## config.mk

```make
export PLATFORM = sky130hd
export DESIGN_NAME = cdl_counter
export DESIGN_NICKNAME = d
export VERILOG_FILES = /design/src/rtl/cdl_pkg.sv /design/src/rtl/cdl_acc_if.sv /design/src/rtl/cdl_cond.sv /design/src/rtl/cdl_accum.sv /design/src/rtl/cdl_counter.sv
export VERILOG_INCLUDE_DIRS = /design/src /design/src/rtl
export SDC_FILE = /design/constraint.sdc
export NUM_CORES = 1
export LEC_CHECK = 0
export BUFFER_PORTS_ARGS = -buffer_cell sky130_fd_sc_hd__buf_2
export CAP_MARGIN = 20
export CELL_PAD_IN_SITES_DETAIL_PLACEMENT = 1
export CELL_PAD_IN_SITES_GLOBAL_PLACEMENT = 1
export CORE_ASPECT_RATIO = 1.1
export CORE_MARGIN = 1
export CORE_UTILIZATION = 40
export DETAILED_ROUTE_END_ITERATION = 12
export PLACE_DENSITY_LB_ADDON = 0.15
export SETUP_SLACK_MARGIN = 0.4
export SYNTH_ARGS = -nofsm -noshare
export SYNTH_HDL_FRONTEND = slang
export SYNTH_SLANG_ARGS = --single-unit
```

## constraint.sdc

```tcl
create_clock -name CORE_CLK -period 3 [get_ports CORE_CLK]
set_clock_uncertainty 0.05 [all_clocks]
set_input_delay 0.15 -clock CORE_CLK [delete_from_list [all_inputs] [get_ports CORE_CLK]]
set_output_delay 0.15 -clock CORE_CLK [all_outputs]
set_load 0.03 [all_outputs]
```

## src/rtl/cdl_params.svh

```systemverilog
`ifndef CDL_PARAMS_SVH
`define CDL_PARAMS_SVH

// register byte offsets
`define CDL_OFS_CTRL        8'h00
`define CDL_OFS_ADDEND      8'h04
`define CDL_OFS_ACCUM       8'h08
`define CDL_OFS_STATUS      8'h0C

// control register layout
`define CDL_CTRL_MODE_HI    30
`define CDL_CTRL_MODE_LO    26

// status register layout
`define CDL_ST_FIRST_S1     0
`define CDL_ST_FIRST_S2     1
`define CDL_ST_SECOND_S1    2
`define CDL_ST_FIRST_OUT    3
`define CDL_ST_SECOND_OUT   4
`define CDL_ST_CARRY        5
`define CDL_ST_ACC_EN       6

// reset values
`define CDL_RST_WORD        32'h0000_0000
`define CDL_RST_MODE        5'h00

// mode codes
`define CDL_MODE_OFF        5'h00
`define CDL_MODE_NCO_SE     5'h04
`define CDL_MODE_NCO_DIFF   5'h05
`define CDL_MODE_DUTY_SE    5'h06
`define CDL_MODE_DUTY_DIFF  5'h07
`define CDL_MODE_LOGIC_NEVER 5'h10
`define CDL_MODE_LOGIC_ALWAYS 5'h1F

// logic truth codes reused by pin-state level modes
`define CDL_TRUTH_FIRST_HI  4'hA
`define CDL_TRUTH_FIRST_LO  4'h5

`endif

```

## src/rtl/cdl_pkg.sv

```systemverilog
package cdl_pkg;

   typedef logic [4:0]  cdl_mode_t;
   typedef logic [31:0] cdl_word_t;

   typedef enum logic [2:0] {
      CDL_GRP_OFF   = 3'h0,
      CDL_GRP_PLL   = 3'h1,
      CDL_GRP_NCO   = 3'h2,
      CDL_GRP_DUTY  = 3'h3,
      CDL_GRP_PIN   = 3'h4,
      CDL_GRP_LOGIC = 3'h5
   } cdl_group_t;

   // truth table indexed by {second, first}
   function automatic logic cdl_truth(input logic [3:0] code,
                                      input logic       first,
                                      input logic       second);
      cdl_truth = code[{second, first}];
   endfunction : cdl_truth

   // byte-lane merge for a bus write
   function automatic cdl_word_t cdl_merge(input cdl_word_t  old_v,
                                           input cdl_word_t  new_v,
                                           input logic [3:0] sel);
      cdl_word_t r;
      r = old_v;
      for (int i = 0; i < 4; i++) begin
         if (sel[i]) begin
            r[i*8 +: 8] = new_v[i*8 +: 8];
         end
      end
      cdl_merge = r;
   endfunction : cdl_merge

endpackage : cdl_pkg

```

## src/rtl/cdl_acc_if.sv

```systemverilog
`timescale 1ns/1ps
interface cdl_acc_if;
   cdl_pkg::cdl_word_t addend;
   cdl_pkg::cdl_word_t wdata;
   logic               wr;
   logic               acc_en;
   cdl_pkg::cdl_word_t accum;
   cdl_pkg::cdl_word_t next_accum;
   logic               carry;

   modport ctl (output addend, output wdata, output wr, output acc_en,
                input accum, input next_accum, input carry);
   modport acc (input addend, input wdata, input wr, input acc_en,
                output accum, output next_accum, output carry);
endinterface : cdl_acc_if

```

## src/rtl/cdl_cond.sv

```systemverilog
`timescale 1ns/1ps
`include "cdl_params.svh"
module cdl_cond (
   // mode
   input  wire cdl_pkg::cdl_mode_t  mode,
   // registered pin samples
   input  wire logic                first_s1,
   input  wire logic                first_s2,
   input  wire logic                second_s1,
   // decision
   output cdl_pkg::cdl_group_t      grp,
   output logic                     acc_en
);
   logic rise;
   logic fall;

   assign rise = first_s1 & ~first_s2;
   assign fall = ~first_s1 & first_s2;

   always_comb begin
      grp    = cdl_pkg::CDL_GRP_OFF;
      acc_en = 1'b0;
      unique casez (mode)
         5'b00000: begin
            grp    = cdl_pkg::CDL_GRP_OFF;
            acc_en = 1'b0;
         end
         5'b00001, 5'b0001?: begin
            grp    = cdl_pkg::CDL_GRP_PLL;
            acc_en = 1'b1;
         end
         5'b0010?: begin
            grp    = cdl_pkg::CDL_GRP_NCO;
            acc_en = 1'b1;
         end
         5'b0011?: begin
            grp    = cdl_pkg::CDL_GRP_DUTY;
            acc_en = 1'b1;
         end
         5'b01???: begin
            grp = cdl_pkg::CDL_GRP_PIN;
            unique case (mode[2:1])
               2'h0: acc_en = cdl_pkg::cdl_truth(`CDL_TRUTH_FIRST_HI, first_s1, second_s1);
               2'h1: acc_en = rise;
               2'h2: acc_en = cdl_pkg::cdl_truth(`CDL_TRUTH_FIRST_LO, first_s1, second_s1);
               2'h3: acc_en = fall;
            endcase
         end
         5'b1????: begin
            grp    = cdl_pkg::CDL_GRP_LOGIC;
            acc_en = cdl_pkg::cdl_truth(mode[3:0], first_s1, second_s1);
         end
      endcase
   end
endmodule : cdl_cond

```

## src/rtl/cdl_accum.sv

```systemverilog
`timescale 1ns/1ps
`include "cdl_params.svh"
module cdl_accum (
   // clock and reset
   input  wire logic CORE_CLK,
   input  wire logic RESETN,
   // control side
   cdl_acc_if.acc    acc_io
);
   logic [32:0]        sum;
   cdl_pkg::cdl_word_t accum;

   assign sum               = {1'b0, accum} + {1'b0, acc_io.addend};
   assign acc_io.carry      = acc_io.acc_en & sum[32];
   assign acc_io.accum      = accum;
   assign acc_io.next_accum = acc_io.wr ? acc_io.wdata
                            : (acc_io.acc_en ? sum[31:0] : accum);

   // software write wins over accumulation
   always_ff @(posedge CORE_CLK or negedge RESETN) begin
      if (!RESETN) begin
         accum <= `CDL_RST_WORD;
      end else begin
         accum <= acc_io.next_accum;
      end
   end
endmodule : cdl_accum

```

## src/rtl/cdl_counter.sv

```systemverilog
`timescale 1ns/1ps
`include "cdl_params.svh"
// Functional notes
// duty mode: carry out drives first pin
// duty mode adds every clock
// duty high fraction equals addend over 2^32
// logic modes: pins inputs, conditional add
// logic never mode never adds
// logic always mode adds every clock
// logic conditions use previous-cycle samples
// logic codes 10001..10111 truth table
// logic codes 11000..11110 truth table
// pin-state modes: level or edge of first
// level modes use single-registered sample
// edge modes compare single and double samples
// odd pin-state modes: second is inverted first
// positive and negative detectors equal logic modes
// nco: add always, top bit to pin
// duty differential: second is inverted carry
// 32-bit wrapping accumulator, software accessible
module cdl_counter (
   // clock and reset
   input  wire logic        CORE_CLK,
   input  wire logic        RESETN,
   // wishbone slave
   input  wire logic        WB_CYC_I,
   input  wire logic        WB_STB_I,
   input  wire logic        WB_WE_I,
   input  wire logic [7:0]  WB_ADR_I,
   input  wire logic [3:0]  WB_SEL_I,
   input  wire logic [31:0] WB_DAT_I,
   output logic      [31:0] WB_DAT_O,
   output logic             WB_ACK_O,
   // first pin
   input  wire logic        FIRST_PIN_I,
   output logic             FIRST_PIN_O,
   output logic             FIRST_PIN_OE,
   // second pin
   input  wire logic        SECOND_PIN_I,
   output logic             SECOND_PIN_O,
   output logic             SECOND_PIN_OE
);
   cdl_acc_if acc_io ();

   cdl_pkg::cdl_mode_t  counter_mode_field;
   cdl_pkg::cdl_word_t  addend;
   cdl_pkg::cdl_group_t grp;
   logic                acc_en;
   logic                first_s1;
   logic                first_s2;
   logic                second_s1;
   logic                carry_q;
   logic                req;
   logic                wr_req;
   logic                next_first_o;
   logic                next_second_o;
   cdl_pkg::cdl_word_t  ctrl_word;
   cdl_pkg::cdl_word_t  status_word;
   cdl_pkg::cdl_word_t  next_rdata;
   cdl_pkg::cdl_word_t  ctrl_merged;

   // bus access decode
   assign req    = WB_CYC_I & WB_STB_I & ~WB_ACK_O;
   assign wr_req = req & WB_WE_I;

   // ack one cycle after request
   always_ff @(posedge CORE_CLK or negedge RESETN) begin
      if (!RESETN) begin
         WB_ACK_O <= 1'b0;
      end else begin
         WB_ACK_O <= req;
      end
   end

   always_comb begin
      ctrl_word = `CDL_RST_WORD;
      ctrl_word[`CDL_CTRL_MODE_HI:`CDL_CTRL_MODE_LO] = counter_mode_field;
   end

   always_comb begin
      status_word = `CDL_RST_WORD;
      status_word[`CDL_ST_FIRST_S1]   = first_s1;
      status_word[`CDL_ST_FIRST_S2]   = first_s2;
      status_word[`CDL_ST_SECOND_S1]  = second_s1;
      status_word[`CDL_ST_FIRST_OUT]  = FIRST_PIN_O;
      status_word[`CDL_ST_SECOND_OUT] = SECOND_PIN_O;
      status_word[`CDL_ST_CARRY]      = carry_q;
      status_word[`CDL_ST_ACC_EN]     = acc_en;
   end

   always_comb begin
      next_rdata = `CDL_RST_WORD;
      unique case (WB_ADR_I)
         `CDL_OFS_CTRL:   next_rdata = ctrl_word;
         `CDL_OFS_ADDEND: next_rdata = addend;
         `CDL_OFS_ACCUM:  next_rdata = acc_io.accum;
         `CDL_OFS_STATUS: next_rdata = status_word;
         default:         next_rdata = `CDL_RST_WORD;
      endcase
   end

   // read data captured with the request
   always_ff @(posedge CORE_CLK or negedge RESETN) begin
      if (!RESETN) begin
         WB_DAT_O <= `CDL_RST_WORD;
      end else if (req && !WB_WE_I) begin
         WB_DAT_O <= next_rdata;
      end
   end

   // byte-merged control word, field picked out below
   assign ctrl_merged = cdl_pkg::cdl_merge(ctrl_word, WB_DAT_I, WB_SEL_I);

   // control register
   always_ff @(posedge CORE_CLK or negedge RESETN) begin
      if (!RESETN) begin
         counter_mode_field <= `CDL_RST_MODE;
      end else if (wr_req && WB_ADR_I == `CDL_OFS_CTRL) begin
         counter_mode_field <= ctrl_merged[`CDL_CTRL_MODE_HI:`CDL_CTRL_MODE_LO];
      end
   end

   // addend register
   always_ff @(posedge CORE_CLK or negedge RESETN) begin
      if (!RESETN) begin
         addend <= `CDL_RST_WORD;
      end else if (wr_req && WB_ADR_I == `CDL_OFS_ADDEND) begin
         addend <= cdl_pkg::cdl_merge(addend, WB_DAT_I, WB_SEL_I);
      end
   end

   // accumulator write path, allowed while counting
   assign acc_io.wr     = wr_req && (WB_ADR_I == `CDL_OFS_ACCUM);
   assign acc_io.wdata  = cdl_pkg::cdl_merge(acc_io.accum, WB_DAT_I, WB_SEL_I);
   assign acc_io.addend = addend;
   assign acc_io.acc_en = acc_en;

   // pin sample registers
   always_ff @(posedge CORE_CLK or negedge RESETN) begin
      if (!RESETN) begin
         first_s1  <= 1'b0;
         first_s2  <= 1'b0;
         second_s1 <= 1'b0;
      end else begin
         first_s1  <= FIRST_PIN_I;
         first_s2  <= first_s1;
         second_s1 <= SECOND_PIN_I;
      end
   end

   cdl_cond u_cond (
      .mode      (counter_mode_field),
      .first_s1  (first_s1),
      .first_s2  (first_s2),
      .second_s1 (second_s1),
      .grp       (grp),
      .acc_en    (acc_en)
   );

   cdl_accum u_accum (
      .CORE_CLK (CORE_CLK),
      .RESETN   (RESETN),
      .acc_io   (acc_io)
   );

   // pin drive selection
   always_comb begin
      next_first_o  = 1'b0;
      next_second_o = 1'b0;
      unique case (grp)
         cdl_pkg::CDL_GRP_NCO: begin
            next_first_o  = acc_io.next_accum[31];
            next_second_o = ~acc_io.next_accum[31];
         end
         cdl_pkg::CDL_GRP_DUTY: begin
            next_first_o  = acc_io.carry;
            next_second_o = ~acc_io.carry;
         end
         cdl_pkg::CDL_GRP_PIN: begin
            next_first_o  = 1'b0;
            next_second_o = ~FIRST_PIN_I;
         end
         default: begin
            next_first_o  = 1'b0;
            next_second_o = 1'b0;
         end
      endcase
   end

   always_ff @(posedge CORE_CLK or negedge RESETN) begin
      if (!RESETN) begin
         FIRST_PIN_O  <= 1'b0;
         SECOND_PIN_O <= 1'b0;
         carry_q      <= 1'b0;
      end else begin
         FIRST_PIN_O  <= next_first_o;
         SECOND_PIN_O <= next_second_o;
         carry_q      <= acc_io.carry;
      end
   end

   // pins driven only in output roles; logic modes leave both as inputs
   assign FIRST_PIN_OE  = (grp == cdl_pkg::CDL_GRP_NCO) ||
                          (grp == cdl_pkg::CDL_GRP_DUTY);
   assign SECOND_PIN_OE = (counter_mode_field == `CDL_MODE_NCO_DIFF) ||
                          (counter_mode_field == `CDL_MODE_DUTY_DIFF) ||
                          ((grp == cdl_pkg::CDL_GRP_PIN) && counter_mode_field[0]);
endmodule : cdl_counter

```

### Yosys cells after proc, flatten, opt, wreduce, memory -nomap -nowiden

Cells that the tools add are included.

* add/subtract/negate cells: 1
* magnitude comparators: 1
* equality and inequality tests: 20
* multiplexer cells: 18
* bitwise operators: 12
* reductions and logical operators: 24

Operator list (number)
* 32-bit one-hot mux with 4 select lines: 1
* 32-bit two-way mux: 2
* 32-bit by 32-bit adder with 33-bit output: 1
* 8-bit two-way mux: 4
* 3-bit one-hot mux with 6 select lines: 1
* 2-bit AND reduction: 9
* 8-bit by 4-bit equality test with 1-bit output, second input constant: 2
* 5-bit by 3-bit equality test with 1-bit output, second input constant: 2
* 4-bit by 2-bit equality test with 1-bit output, second input constant: 2
* 8-bit by 3-bit equality test with 1-bit output, second input constant: 1
* 8-bit zero test: 1
* 2-bit != test, second input constant: 4
* 1-bit one-hot mux with 4 select lines: 2
* 1-bit bitwise AND: 6
* 1-bit binary-select mux with 2-bit select: 3
* 3-bit by 2-bit equality test with 1-bit output, second input constant: 2
* 1-bit inverter: 6
* 5-bit by 1-bit equality test with 1-bit output, second input constant: 1
* 1-bit logical AND: 5
* 5-bit zero test: 1
* 2-bit by 1-bit equality test with 1-bit output, second input constant: 2
* 2-bit equality test, second input constant: 2
* 4-bit by 1-bit equality test with 1-bit output, second input constant: 1
* 4-bit OR reduction: 1
* other kinds (10): 14

* register bits after elaboration: 108
* output and inout port bits: 37
* logic and storage cells: 94

### Longest topological paths before layout

* depth in word-level cells: 8
* depth in mapped cells: 10

### Modules after synthesis

Synthesis repeated with hierarchy kept, for this count alone.

* cell total of the unflattened synthesis: 726
* area total of the unflattened synthesis: 7015.5 um2

Modules (own cells, without submodules)
* cdl_counter: times used 1, cells an instance 307, area each 3724.8 um2
* cdl_accum: times used 1, cells an instance 405, area each 3190.6 um2
* cdl_cond: times used 1, cells an instance 14, area each 100.1 um2

### Worst setup path after synthesis

OpenSTA, ideal clock, no wires.

* path type: register to register
* from: register addend[0], in the netlist acc_io.addend[0]
* to: register SECOND_PIN_O
* setup time: 0.066 ns
* arrival: 2.534 ns
* required time: 2.884 ns
* setup slack: 0.350 ns
* stages on the path, launching flop included: 11
* buffers on the path: 0
* period minus slack after synthesis: 2.650 ns
* cells stage by stage: dfrtp_1 ha_1 fa_1 a211oi_2 o21ai_1 o21ai_2 a211oi_2 o31ai_2 o41ai_4 a211oi_2 a21o_2

RTL lines
* from (decl): line cdl_counter.sv:46 `cdl_pkg::cdl_word_t addend;`
* from (signal assigned): line cdl_counter.sv:126 `` addend <= `CDL_RST_WORD; ``
* from (signal assigned): line cdl_counter.sv:128 `addend <= cdl_pkg::cdl_merge(addend, WB_DAT_I, WB_SEL_I);`
* 32-bit by 32-bit adder with 33-bit output: line cdl_accum.sv:13 `assign sum = {1'b0, accum} + {1'b0, acc_io.addend};`
* 1-bit bitwise AND: line cdl_accum.sv:14 `assign acc_io.carry = acc_io.acc_en & sum[32];`
* via acc_io.carry: line cdl_acc_if.sv:9 `logic carry;`
* 1-bit inverter: line cdl_counter.sv:177 `next_second_o = ~acc_io.carry;`
* 1-bit one-hot mux with 3 select lines: line cdl_counter.sv:170 `unique case (grp)`
* via next_second_o: line cdl_counter.sv:56 `logic next_second_o;`
* to (signal assigned): line cdl_counter.sv:197 `SECOND_PIN_O <= next_second_o;`
* to (decl): line cdl_counter.sv:40 `output logic SECOND_PIN_O,`

The timed path passes the listed nets, and every way through them passes these cells. The select of a mux whose other input is x is not followed.
A chain may end at the register's enable or synchronous reset.

### Final worst setup path

* from: register addend[26], in the netlist acc_io.addend[26]
* to: register FIRST_PIN_O

* cells in the longest elaborated chain, start to end: 4

RTL lines
* 32-bit by 32-bit adder with 33-bit output *: line cdl_accum.sv:13
* 32-bit two-way mux: line cdl_accum.sv:17 `: (acc_io.acc_en ? sum[31:0] : accum);`
* 32-bit two-way mux: line cdl_accum.sv:16 `assign acc_io.next_accum = acc_io.wr ? acc_io.wdata`
* 1-bit one-hot mux with 2 select lines *: line cdl_counter.sv:170
* via next_first_o: line cdl_counter.sv:55 `logic next_first_o;`
* to (signal assigned): line cdl_counter.sv:196 `FIRST_PIN_O <= next_first_o;`
* to (decl): line cdl_counter.sv:36 `output logic FIRST_PIN_O,`

The timed path passes the listed nets; every way through them passes the cells marked *. The select of a mux whose other input is x is not followed.

==> results.toml <==
[status]
outcome = "complete, no violations"

[power_and_ir_drop]
ir_drop_v = 0.0002816
fin_total_pwr_mw = 4.455
p_per_area_mw_per_mm2 = 556.8
p_leak_nw = 3.777

[yosys]
async_reset_ff_share_pct = 100.0
synth_area_sq_mm = 0.006427
yosysTopAreaCell = "dfrtp_1"
synth_seq_cells = 108
yosysTopAreaCellShare_pct = 42.05
synth_warnings = 0
synth_nets = 731
netlist_instances = 647
synth_edf_count = 0
netlist_top_cells_area = "dfrtp_1, mux2_2, ha_1"
yosysUniqueCellTypes = 64
avgSynthCellArea_sq_um = 9.934
synthFlopType = "dfrtp_1"
ys_seq_area_share_pct = 42.05

[hold_path]
min_to = "acc_io.addend[27]"
hp-class = "in2reg"
holdPathStages = 2
hold_start = "WB_DAT_I[27]"

[die]
start_util_pct = 41.00
core_sq_mm = 0.01568
dieArea_sq_mm = 0.01658
rows = 48
die_w_um = 122.9
die_h_um = 135.0
io_pins = 88

[clocking]
clockRootBuffer = "clkbuf_16"
h-tree-depth = 3
clock-sinks = 108
clk_latency_ps = 370
cts_buffer_depth = 2
cts_tree = "built"
clkTransAtPathRegs_ps = 70
cts-buffers-inserted = 9

[timing]
setup_violations = 0
post-route-min-period_ps = 2764
tightest_slew_ps = 868.2
setup_ws_ps = 236.2
fin_crit_sh_pct = 92.13
finalSetupTns_ps = 0
relSlewSlack_pct = 42.12
maxSlewViolCount = 0
hold_viol_final = 0
grt_setup_unrepaired = "yes"
fmax_mhz = 361.8

[critical_path]
rr_startpoint = "acc_io.addend[26]"
startpoint_type = "register"
r2r_end = "FIRST_PIN_O"
cp.required_ps = 3230
path_max_fanout = 6
max_stage_delay_ps = 440
cp_slowest_cell = "a21oi_1"
criticalPathCategory = "reg2reg"
regToRegSetupSlack_ps = 240
end_kind = "register"
crit_chain = "ha_1 > a21oi_1 > o21ai_0 > nand3_1 > a21oi_1 > a211oi_2 > mux2i_1 > a211oi_2 > nor4b_2"
r2r_cells = 9
critPathArrivalTime_ps = 2990

[cells_and_area]
layout_commonest_cell = "dfrtp_1"
final_cell_mix = "dfrtp_1, buf_2, nor2_1"
multiInputGateArea_sq_mm = 0.003794
regArea_sq_mm = 0.002704
utilization_pct = 51.05
drive_above_1_share_pct = 30.83
nFillCells = 1755
synthToLayoutAreaGrowth_pct = 24.49
finalNetCount = 852
finalNonFillerCells = 972
diodes = 0

[global_routing]
grt_pass1_vias = 5972
antenna_found_initial = 0
grt_max_degree = 57
grt_usage_pct = 25.33
grt_pass1_wl_um = 32000
overflow = 0

[drt]
drc_errors = 0
antenna_left = 0
dr.pass1.iters = 4
vias = 5620
first_iter_violations = 294
wl_per_cell_um = 20.36
vias_per_cell = 5.782
wirelength_um = 19790

[placed_design]
gp_congestion = 0.8605
io_buffer_count = 87
post-place-ws_ps = 57.44
place_inst = 912
dp_hpwl_um = 14060

[flow_run]
cap_violations = 0
synth_stat cells (3+ instances only):
cell type and number:
o22ai_1 3, mux2i_1 9, nand3_1 11, a21oi_1 50
nor2_1 72, o21bai_1 4, clkbuf_1 19, and3_1 3
o2111ai_1 3, ha_1 32, a221o_1 7, nand4_1 5
inv_1 5, xnor2_1 15, a21o_1 10, nor2b_1 4
a21o_2 4, nor3_1 9, a31oi_1 7, nand2_1 56
o21ai_0 43, a221oi_1 21, a22oi_1 24, xor2_1 17
o211ai_1 6, a211oi_2 4, dfrtp_1 108, a211oi_1 4
buf_2 5, mux2_2 44, buf_4 3
where the power goes:
| group | internal, mW | switching [mW] | leakage (nW) |
|---|---|---|---|
| clock network | 0.667 | 0.563 | 0.146 |
| registers | 1.65 | 0.163 | 1.37 |
| logic | 0.568 | 0.845 | 2.26 |
| total | 2.88 | 1.57 | 3.78 |
worst max-delay path, delay by kind of cell, from the launching register on:
kind / cells / cell delay [ps]
flip-flops: 1 / 410
multiplexers: 1 / 290
AO/OA/AOI/OAI: 5 / 1110
AND/OR/NAND/NOR: 2 / 390
adder cells (fa/ha/maj): 1 / 410
area by class of cell:
| cell class | instances | share of cell area [%] |
|---|---|---|
| multi-input cells | 501 | 47.41 |
| flip-flops and latches | 108 | 33.79 |
| repair buffers | 143 | 11.79 |
| well taps | 200 | 3.127 |
| clock buffers | 11 | 3.034 |
| clock inverters | 4 | 0.6099 |
| inverters | 5 | 0.2346 |
worst max path at each step:
stage                            from           end  slack [ps]  cells after the start
global route        acc_io.addend[26]   FIRST_PIN_O         110                      9
CTS                  acc_io.addend[0]  SECOND_PIN_O         300                     10
detailed placement   acc_io.addend[0]  SECOND_PIN_O          60                     10
floorplan            acc_io.addend[0]  SECOND_PIN_O         410                     10
global placement     acc_io.addend[0]  SECOND_PIN_O         180                     10
finish              acc_io.addend[26]   FIRST_PIN_O         240                      9
registers in the layout, indices dropped and copies added, names as in the netlist:
register              cells
counter_mode_field        5
WB_DAT_O                 32
carry_q                   1
u_accum.acc_io.accum     32
first_s1                  1
FIRST_PIN_O               1
WB_ACK_O                  1
first_s2                  1
SECOND_PIN_O              1
acc_io.addend            32
second_s1                 1
layer usage:
| layer | GRT usage [%] | wire length, um | vias up |
|---|---|---|---|
| li1 | - | - | 2651 |
| met1 | 32.23 | 8873 | 2821 |
| met2 | 43.95 | 9896 | 125 |
| met3 | 2.703 | 622 | 23 |
| met4 | 9.282 | 395 | 0 |
| met5 | 0 | 0 | - |
kinds of logic after synthesis:
| group | share of synthesized area, % |
|---|---|
| mux | 9.461 |
| fa+ha+maj | 6.541 |
| buf+inv | 3.076 |
| compound gates | 22.06 |
| simple gates | 12.46 |
| flops | 42.05 |
| xor+xnor | 4.361 |
per-stage QoR:
stage                     cell area (sq um)  hold slack [ps]
after floorplan                        6436           -195.6
after global placement                 7046            208.8
after detailed placement               7046            219.1
after CTS                              7765            6.232
after global routing                   8001            25.52
final                                  8001            12.99
repair_timing:
item,CTS,global route
hold buffers,26,0
buffers inserted,11,8
pin swaps,16,18
endpoints found under the hold margin,84,0
gates resized for setup,21,39
setup endpoints to repair,11,25
(Power assumes the default switching activity.)
